**src/adcseq_pkg.sv**
```systemverilog
`default_nettype none
package adcseq_pkg;
   // device register addresses, as seen on the host's register port
   localparam logic [3:0] ADDR_CTL_FIRST  = 4'h0;
   localparam logic [3:0] ADDR_CTL_SECOND = 4'h1;
   localparam logic [3:0] ADDR_RES_LOW    = 4'h2;
   localparam logic [3:0] ADDR_RES_HIGH   = 4'h3;
   localparam logic [3:0] ADDR_INT_CTL    = 4'h4;
   localparam logic [3:0] ADDR_PIN_SEL_B  = 4'h5;
   localparam logic [3:0] ADDR_NONE       = 4'h0;

   // first control register layout
   localparam int START_BIT  = 7;
   localparam int BUSY_BIT   = 6;
   localparam int ENABLE_BIT = 5;
   localparam int FORMAT_BIT = 4;
   localparam int CHAN_LSB   = 0;
   // second control register layout
   localparam int SRC_LSB    = 5;
   localparam int REF_LSB    = 3;
   localparam int DIV_LSB    = 0;
   // interrupt control register layout
   localparam int GIE_BIT    = 0;
   localparam int AIE_BIT    = 1;
   localparam int AREQ_BIT   = 2;

   localparam logic [7:0] BYTE_ZERO   = 8'h00;
   localparam logic [7:0] BYTE_ONE    = 8'h01;
   localparam logic [3:0] CHAN_NONE   = 4'hF;
   localparam logic [2:0] SRC_EXT     = 3'h0;
   localparam logic [1:0] SRC_EXT_HI  = 2'h3;
   localparam logic [11:0] RESULT_ZERO = 12'h000;

   // cycles from read strobe to sampling the synchronised data
   localparam logic [1:0] READ_WAIT   = 2'h3;

   typedef enum logic [3:0] {
      ST_IDLE      = 4'b0000,
      ST_DIV       = 4'b0001,
      ST_PWR       = 4'b0010,
      ST_PIN       = 4'b0011,
      ST_SRC       = 4'b0100,
      ST_IRQ_CLR   = 4'b0101,
      ST_IRQ_EN    = 4'b0110,
      ST_START_LO  = 4'b0111,
      ST_START_HI  = 4'b1000,
      ST_START_END = 4'b1001,
      ST_WAIT      = 4'b1010,
      ST_POLL      = 4'b1011,
      ST_RD_LO     = 4'b1100,
      ST_RD_HI     = 4'b1101,
      ST_OFF       = 4'b1110
   } adcseq_state_t;
endpackage
`default_nettype wire

```
**src/adcseq_host.sv**
```systemverilog
`default_nettype none
// Notes on behaviour
// - start is written low, then high, then low to launch a conversion
// - host sets converter power enable before any start
// - clock divider is programmed first in the setup
// - host programs input source: external channel or internal signal
// - external source: channel selected with power enable, then pin set analog
// - before internal source, channel set to nonexistent code 0110..1111
// - host programs the two-bit reference select field
// - interrupt use needs global and converter enables set before start
// - host may poll busy instead, skipping interrupt enables
// - host clears interrupt request before enabling converter interrupt
module adcseq_host (
   input  wire logic        clk_i,
   input  wire logic        resetn_i,
   // user side
   input  wire logic        cmd_start_i,
   input  wire logic        cmd_power_down_i,
   input  wire logic [2:0]  cfg_divider_i,
   input  wire logic [2:0]  cfg_source_i,
   input  wire logic [3:0]  cfg_channel_i,
   input  wire logic [7:0]  cfg_pin_mask_i,
   input  wire logic [1:0]  cfg_reference_i,
   input  wire logic        cfg_format_i,
   input  wire logic        cfg_use_irq_i,
   output logic             busy_o,
   output logic             done_o,
   output logic [11:0]      result_o,
   // device register port
   output logic [3:0]       dev_addr_o,
   output logic [7:0]       dev_wdata_o,
   output logic             dev_wr_o,
   output logic             dev_rd_o,
   input  wire logic [7:0]  dev_rdata_i,
   input  wire logic        dev_irq_i
);
   adcseq_pkg::adcseq_state_t state_reg, state_next;
   logic [3:0]  addr_reg, addr_next;
   logic [7:0]  wdata_reg, wdata_next;
   logic        wr_reg, wr_next;
   logic        rd_reg, rd_next;
   logic [1:0]  wait_reg, wait_next;
   logic [7:0]  low_reg, low_next;
   logic [11:0] result_reg, result_next;
   logic        done_reg, done_next;
   logic        busy_reg, busy_next;
   // configuration captured at the command
   logic [2:0]  div_reg, div_next;
   logic [2:0]  src_reg, src_next;
   logic [3:0]  chan_reg, chan_next;
   logic [7:0]  pin_reg, pin_next;
   logic [1:0]  ref_reg, ref_next;
   logic        fmt_reg, fmt_next;
   logic        irq_reg, irq_next;

   logic [7:0]  rdata_sync;
   logic        irq_sync;
   logic        external;
   logic        sample;

   adcseq_sync #(.WIDTH(9)) u_sync_dev (
      .clk_i    (clk_i),
      .resetn_i (resetn_i),
      .d_i      ({dev_irq_i, dev_rdata_i}),
      .q_o      ({irq_sync, rdata_sync})
   );

   // first control byte: start, power enable, format, channel
   function automatic logic [7:0] ctl_first(
      input logic start, input logic en, input logic fmt, input logic [3:0] ch);
      logic [7:0] v;
      v = adcseq_pkg::BYTE_ZERO;
      v[adcseq_pkg::START_BIT]  = start;
      v[adcseq_pkg::ENABLE_BIT] = en;
      v[adcseq_pkg::FORMAT_BIT] = fmt;
      v[adcseq_pkg::CHAN_LSB +: 4] = ch;
      return v;
   endfunction

   function automatic logic [7:0] ctl_second(
      input logic [2:0] src, input logic [1:0] rs, input logic [2:0] dv);
      logic [7:0] v;
      v = adcseq_pkg::BYTE_ZERO;
      v[adcseq_pkg::SRC_LSB +: 3] = src;
      v[adcseq_pkg::REF_LSB +: 2] = rs;
      v[adcseq_pkg::DIV_LSB +: 3] = dv;
      return v;
   endfunction

   function automatic logic [7:0] int_ctl(input logic en);
      logic [7:0] v;
      v = adcseq_pkg::BYTE_ZERO;
      v[adcseq_pkg::GIE_BIT]  = en;
      v[adcseq_pkg::AIE_BIT]  = en;
      v[adcseq_pkg::AREQ_BIT] = 1'b0;
      return v;
   endfunction

   assign external = (src_reg == adcseq_pkg::SRC_EXT) ||
                     (src_reg[2:1] == adcseq_pkg::SRC_EXT_HI);
   assign sample   = rd_reg && (wait_reg == adcseq_pkg::READ_WAIT);

   always_comb begin
      state_next  = state_reg;
      addr_next   = addr_reg;
      wdata_next  = wdata_reg;
      wr_next     = 1'b0;
      rd_next     = 1'b0;
      wait_next   = '0;
      low_next    = low_reg;
      result_next = result_reg;
      done_next   = 1'b0;
      busy_next   = busy_reg;
      {div_next, src_next, chan_next} = {div_reg, src_reg, chan_reg};
      {pin_next, ref_next} = {pin_reg, ref_reg};
      {fmt_next, irq_next} = {fmt_reg, irq_reg};
      if (rd_reg && !sample) begin
         rd_next   = 1'b1;
         wait_next = wait_reg + 2'h1;
      end
      unique case (state_reg)
         adcseq_pkg::ST_IDLE: begin
            if (cmd_start_i) begin
               {div_next, src_next, chan_next} =
                  {cfg_divider_i, cfg_source_i, cfg_channel_i};
               {pin_next, ref_next} = {cfg_pin_mask_i, cfg_reference_i};
               {fmt_next, irq_next} = {cfg_format_i, cfg_use_irq_i};
               busy_next  = 1'b1;
               state_next = adcseq_pkg::ST_DIV;
            end else if (cmd_power_down_i) begin
               busy_next  = 1'b1;
               state_next = adcseq_pkg::ST_OFF;
            end
         end
         adcseq_pkg::ST_OFF: begin
            addr_next  = adcseq_pkg::ADDR_CTL_FIRST;
            wdata_next = ctl_first(1'b0, 1'b0, fmt_reg,
                                   adcseq_pkg::CHAN_NONE);
            wr_next    = 1'b1;
            busy_next  = 1'b0;
            state_next = adcseq_pkg::ST_IDLE;
         end
         adcseq_pkg::ST_DIV: begin
            // source left external until the channel is parked
            addr_next  = adcseq_pkg::ADDR_CTL_SECOND;
            wdata_next = ctl_second(adcseq_pkg::SRC_EXT, ref_reg,
                                    div_reg);
            wr_next    = 1'b1;
            state_next = adcseq_pkg::ST_PWR;
         end
         adcseq_pkg::ST_PWR: begin
            addr_next  = adcseq_pkg::ADDR_CTL_FIRST;
            wdata_next = ctl_first(1'b0, 1'b1, fmt_reg,
                            external ? chan_reg
                                     : adcseq_pkg::CHAN_NONE);
            wr_next    = 1'b1;
            state_next = external ? adcseq_pkg::ST_PIN
                                  : adcseq_pkg::ST_SRC;
         end
         adcseq_pkg::ST_PIN: begin
            addr_next  = adcseq_pkg::ADDR_PIN_SEL_B;
            wdata_next = pin_reg;
            wr_next    = 1'b1;
            state_next = adcseq_pkg::ST_SRC;
         end
         adcseq_pkg::ST_SRC: begin
            addr_next  = adcseq_pkg::ADDR_CTL_SECOND;
            wdata_next = ctl_second(src_reg, ref_reg, div_reg);
            wr_next    = 1'b1;
            state_next = adcseq_pkg::ST_IRQ_CLR;
         end
         adcseq_pkg::ST_IRQ_CLR: begin
            addr_next  = adcseq_pkg::ADDR_INT_CTL;
            wdata_next = int_ctl(1'b0);
            wr_next    = 1'b1;
            state_next = irq_reg ? adcseq_pkg::ST_IRQ_EN
                                 : adcseq_pkg::ST_START_LO;
         end
         adcseq_pkg::ST_IRQ_EN: begin
            addr_next  = adcseq_pkg::ADDR_INT_CTL;
            wdata_next = int_ctl(1'b1);
            wr_next    = 1'b1;
            state_next = adcseq_pkg::ST_START_LO;
         end
         adcseq_pkg::ST_START_LO, adcseq_pkg::ST_START_HI,
         adcseq_pkg::ST_START_END: begin
            addr_next  = adcseq_pkg::ADDR_CTL_FIRST;
            wdata_next = ctl_first(state_reg == adcseq_pkg::ST_START_HI,
                            1'b1, fmt_reg,
                            external ? chan_reg
                                     : adcseq_pkg::CHAN_NONE);
            wr_next    = 1'b1;
            state_next = (state_reg == adcseq_pkg::ST_START_LO)
                         ? adcseq_pkg::ST_START_HI
                         : (state_reg == adcseq_pkg::ST_START_HI)
                           ? adcseq_pkg::ST_START_END
                           : adcseq_pkg::ST_WAIT;
         end
         adcseq_pkg::ST_WAIT: begin
            // one idle cycle between polls lets the strobe drop
            if (!irq_reg) begin
               addr_next  = adcseq_pkg::ADDR_CTL_FIRST;
               rd_next    = 1'b1;
               state_next = adcseq_pkg::ST_POLL;
            end else if (irq_sync) begin
               addr_next  = adcseq_pkg::ADDR_RES_LOW;
               rd_next    = 1'b1;
               state_next = adcseq_pkg::ST_RD_LO;
            end
         end
         adcseq_pkg::ST_POLL: begin
            if (sample) begin
               if (rdata_sync[adcseq_pkg::BUSY_BIT]) begin
                  state_next = adcseq_pkg::ST_WAIT;
               end else begin
                  addr_next  = adcseq_pkg::ADDR_RES_LOW;
                  rd_next    = 1'b1;
                  state_next = adcseq_pkg::ST_RD_LO;
               end
            end
         end
         adcseq_pkg::ST_RD_LO: begin
            if (sample) begin
               low_next   = rdata_sync;
               addr_next  = adcseq_pkg::ADDR_RES_HIGH;
               rd_next    = 1'b1;
               state_next = adcseq_pkg::ST_RD_HI;
            end
         end
         adcseq_pkg::ST_RD_HI: begin
            if (sample) begin
               result_next = fmt_reg ? {rdata_sync[3:0], low_reg}
                                     : {rdata_sync, low_reg[7:4]};
               done_next   = 1'b1;
               busy_next   = 1'b0;
               addr_next   = adcseq_pkg::ADDR_NONE;
               state_next  = adcseq_pkg::ST_IDLE;
            end
         end
         default: begin
            busy_next  = 1'b0;
            state_next = adcseq_pkg::ST_IDLE;
         end
      endcase
   end

   always_ff @(posedge clk_i or negedge resetn_i) begin
      if (!resetn_i) begin
         state_reg  <= adcseq_pkg::ST_IDLE;
         addr_reg   <= adcseq_pkg::ADDR_NONE;
         wdata_reg  <= adcseq_pkg::BYTE_ZERO;
         wr_reg     <= 1'b0;
         rd_reg     <= 1'b0;
         wait_reg   <= '0;
         low_reg    <= adcseq_pkg::BYTE_ZERO;
         result_reg <= adcseq_pkg::RESULT_ZERO;
         done_reg   <= 1'b0;
         busy_reg   <= 1'b0;
         {div_reg, src_reg, chan_reg, pin_reg} <= '0;
         {ref_reg, fmt_reg, irq_reg} <= '0;
      end else begin
         state_reg  <= state_next;
         addr_reg   <= addr_next;
         wdata_reg  <= wdata_next;
         wr_reg     <= wr_next;
         rd_reg     <= rd_next;
         wait_reg   <= wait_next;
         low_reg    <= low_next;
         result_reg <= result_next;
         done_reg   <= done_next;
         busy_reg   <= busy_next;
         {div_reg, src_reg, chan_reg} <= {div_next, src_next, chan_next};
         {pin_reg, ref_reg} <= {pin_next, ref_next};
         {fmt_reg, irq_reg} <= {fmt_next, irq_next};
      end
   end

   assign busy_o      = busy_reg;
   assign done_o      = done_reg;
   assign result_o    = result_reg;
   assign dev_addr_o  = addr_reg;
   assign dev_wdata_o = wdata_reg;
   assign dev_wr_o    = wr_reg;
   assign dev_rd_o    = rd_reg;
endmodule // adcseq_host
`default_nettype wire

```
**src/adcseq_sync.sv**
```systemverilog
`default_nettype none
module adcseq_sync #(
   parameter int WIDTH = 1
) (
   input  wire logic             clk_i,
   input  wire logic             resetn_i,
   input  wire logic [WIDTH-1:0] d_i,
   output logic      [WIDTH-1:0] q_o
);
   logic [WIDTH-1:0] meta_reg;
   logic [WIDTH-1:0] q_reg;

   always_ff @(posedge clk_i or negedge resetn_i) begin
      if (!resetn_i) begin
         meta_reg <= '0;
         q_reg    <= '0;
      end else begin
         meta_reg <= d_i;
         q_reg    <= meta_reg;
      end
   end

   assign q_o = q_reg;
endmodule // adcseq_sync
`default_nettype wire

```
**config.mk**
```make
export PLATFORM = sky130hd
export DESIGN_NAME = adcseq_host
export DESIGN_NICKNAME = d
export VERILOG_FILES = /design/src/adcseq_pkg.sv /design/src/adcseq_host.sv /design/src/adcseq_sync.sv
export SDC_FILE = /design/constraint.sdc
export NUM_CORES = 1
export LEC_CHECK = 0
export BUFFER_PORTS_ARGS = -buffer_cell sky130_fd_sc_hd__clkbuf_2
export CAP_MARGIN = 20
export CORE_ASPECT_RATIO = 0.6
export CORE_MARGIN = 2
export CORE_UTILIZATION = 39
export CTS_BUF_LIST = sky130_fd_sc_hd__clkbuf_8
export DETAILED_ROUTE_END_ITERATION = 8
export PLACE_DENSITY = 0.6
export REMOVE_ABC_BUFFERS = 1
export SYNTH_ARGS = -nofsm -noshare
export SYNTH_HDL_FRONTEND = slang
export SYNTH_SLANG_ARGS = --single-unit
```
**constraint.sdc**
```tcl
create_clock -name clk_i -period 3.8 [get_ports clk_i]
set_clock_uncertainty 0.1 [all_clocks]
set_input_delay 0.19 -clock clk_i [delete_from_list [all_inputs] [get_ports clk_i]]
set_output_delay 0.19 -clock clk_i [all_outputs]
set_load 0.03 [all_outputs]
```
==> results.ini <==
[status]
status = completed

[placed_design]
port_buffers = 61
dpl.hpwl_um = 5480
place_inst = 489
routabilityCongestion = 0.781
dpl-instance-area_um2 = 4130
place_ws_ns = 1.28

[logic_synthesis]
async_reset_ff_share_pct = 100
synth_compound_area_share_pct = 14.5
syn_inst = 315
ys_seq_elements = 81
avgSynthCellArea_um2 = 11.9
syn-cell-area_um2 = 3760
synth_xor_area_share_pct = 0.666
ys_seq_area_share_pct = 54.0
synth_top_family_by_area = multiplexers
synthDistinctLibCells = 61
synthSimpleGateAreaFrac_pct = 11.3
synth-edff-count = 0
synth_flop_cell = dfrtp_1
synthAdderAreaFrac_pct = 0.600
synthMuxAreaShare_pct = 14.5
yosysWarnings = 0

[clock_tree]
path_clk_slew_ns = 0.08
clk_path_buf_depth = 2
htreeDepth = 3
clk_latency_ns = 0.35
cts_setup_buffers = 0
cts-root-buf = clkbuf_8
postCtsResizedCells = 0
cts_tree = built
cts_sinks = 81
numCtsBuffers = 9

[timing]
setup-violations-final = 0
tightest_slew_ns = 1.07
slew_headroom_pct = 28.5
timing.fmax_ghz = 0.393
rsz0062_at_grt = no
fin_tns_setup_ns = 0
slew_violations = 0
fin_crit_ns = 2.54
whs_ns = 0.107
layout_setup_ws_ns = 1.26
finalHoldViolations = 0
post-route-period-util_pct = 66.9

[power_and_ir_drop]
peakVddDrop_mv = 0.367
internal_power_mw = 2.33
p_clk_share_pct = 18.5
p_sw_share_pct = 40.5
pwr-share-seq_pct = 39.5
power_switching_mw = 1.59
leakagePower_nw = 2.17
pwr_density_cell_nw_per_um2 = 832
p_comb_share_pct = 41.9

[critical_path]
endpoint_kind = flop
path_cells = nand4b_1 -> nor2_2 -> nor2_1 -> a21oi_1
cp.depth = 4
endpoint = result_o[7]
critPathTopFamily = simple AND/OR/NAND/NOR gates
crit_fanout = 34
arrival_ns = 2.72
slowest_delay_ns = 1.05
crit_slowest_cell = dfrtp_1
cp-start-kind = flop
timing.rr.start = state_reg[2]
cp.buffers_inverters = 0
reg2reg_depth = 4
critPathRequiredTime_ns = 3.98
crit_type = reg2reg
critPathLaunch = state_reg[2]
ff2ff_setup_slack_ns = 1.26
reg2reg_to = result_o[7]

[floorplan]
die_x_um = 131
num_rows = 27
core_region_area_um2 = 9260
dieHeight_um = 80.0
start_util_pct = 40.6
die-area_um2 = 10500
io_pins = 63

[layout]
final_cells = 538
syn_to_final_growth_pct = 25.6
final_common_cell = dfrtp_1
layout_common_cells = dfrtp_1 (81), clkbuf_2 (60), dlygate4sd3_1 (32)
diodes = 0
layout.nets = 439
fin_area_um2 = 4720
drive_gt1_share_pct = 26.7
largest_reg_flops = 12

[global_routing]
track_usage_pct = 16.7
overflow = 0
grt_pass1_wl_um = 13400
grt_max_degree = 82
grt_pass1_vias = 2609
antenna_found_initial = 0

[worst_hold_path]
worstHoldPathType = in2async

[drt]
wl_per_cell_um = 15.2
num_vias = 2708
first_pass_iters = 4
drc = 0
routed_wl_um = 8180
drt_first_iter_violations = 148
postRouteAntennaNets = 0
avgViaCountPerCell = 5.03

[run]
cap_violations = 0

==> area by class of cell <==
cell class / instances / area (µm²)
Tap cell: 130 / 163
Sequential cell: 81 / 2030
Multi-Input combinational cell: 203 / 1560
Timing Repair Buffer: 99 / 693
Inverter: 9 / 33.8
Fill cell: 873 / 4540
Clock inverter: 4 / 73.8
Clock buffer: 12 / 165
==> worst reg2reg max path, cell delays in order, from the launching register on <==
cell,delay (ns)
dfrtp_1,1.05
nand4b_1,0.31
nor2_2,0.77
nor2_1,0.10
a21oi_1,0.15
==> metrics by stage <==
| step | total power, mW | utilization (%) |
|---|---|---|
| final | 3.92 | 51.0 |
| after detailed placement | 3.18 | 44.6 |
| after global routing | 4.21 | 51.0 |
| after floorplan | 2.66 | - |
| after global placement | 3.14 | 44.6 |
| after CTS | 3.95 | 50.7 |
==> Yosys cell counts (2+ instances only) <==
cell | instances | area share (%)
clkbuf_1 | 3 | 0.30
nor3_1 | 5 | 0.67
and3b_1 | 2 | 0.47
a22oi_1 | 2 | 0.40
nand4b_1 | 2 | 0.47
inv_1 | 9 | 0.90
or4_1 | 2 | 0.40
a21o_1 | 2 | 0.40
o21ai_0 | 17 | 2.3
nand2b_1 | 5 | 0.83
a2bb2oi_1 | 5 | 1.2
nand2_1 | 8 | 0.80
o22ai_1 | 2 | 0.33
a311oi_1 | 2 | 0.47
a31oi_1 | 2 | 0.33
buf_6 | 2 | 0.60
buf_2 | 11 | 1.5
dfrtp_1 | 81 | 54
o21bai_1 | 4 | 0.80
mux2_1 | 23 | 6.9
a21oi_1 | 18 | 2.4
nand2_2 | 2 | 0.33
o32a_1 | 2 | 0.53
nor2b_1 | 6 | 1.0
o2bb2ai_1 | 4 | 0.93
nand3b_1 | 3 | 0.60
nor3b_1 | 4 | 0.80
nand3_1 | 3 | 0.40
buf_4 | 6 | 1.2
nor2_1 | 18 | 1.8
mux2_2 | 12 | 3.6
a221oi_1 | 4 | 0.93
mux2i_1 | 15 | 4.0
a211oi_1 | 2 | 0.40
==> cells by family after synthesis <==
kind of cell    count (synthesis)
flops                          81
mux                            50
simple gates                   69
other cells                     1
buf+inv                        31
xor+xnor                        2
compound gates                 79
fa+ha+maj                       2
==> what timing repair did <==
item                                    4_1_cts  5_1_grt
endpoints found under the setup margin        0        0
hold buffers                                 32        0
hold endpoints to repair                    112        0
==> layer usage <==
| layer | vias up | share of wire, % | track usage [%] |
|---|---|---|---|
| met3 | 5 | 4.5 | 4.89 |
| met4 | 0 | 0.79 | 4.26 |
| met1 | 1328 | 52 | 24.8 |
| met5 | - | 0 | 0 |
| li1 | 1321 | - | - |
| met2 | 54 | 43 | 23.6 |
==> power by group through the flow <==
stage / combinational (mW) / sequential (mW) / clock (mW)
finish: 1.64 / 1.55 / 0.727
global route: 1.81 / 1.61 / 0.790
CTS: 1.65 / 1.55 / 0.750
detailed placement: 1.61 / 1.57 / 0
global placement: 1.59 / 1.55 / 0
floorplan: 0.914 / 1.75 / 0
==> how the worst min path moves through the flow <==
stage | slack, ns | cells after the start | end
after global placement | 0.20 | 1 | u_sync_dev.meta_reg[7]
after floorplan | -0.21 | 0 | busy_o
after global routing | 0.09 | 2 | result_o[11]
after detailed placement | 0.20 | 1 | u_sync_dev.meta_reg[1]
final | 0.11 | 2 | u_sync_dev.q_o[7]
after CTS | 0.23 | 4 | state_reg[0]
(Power assumes the default switching activity.)
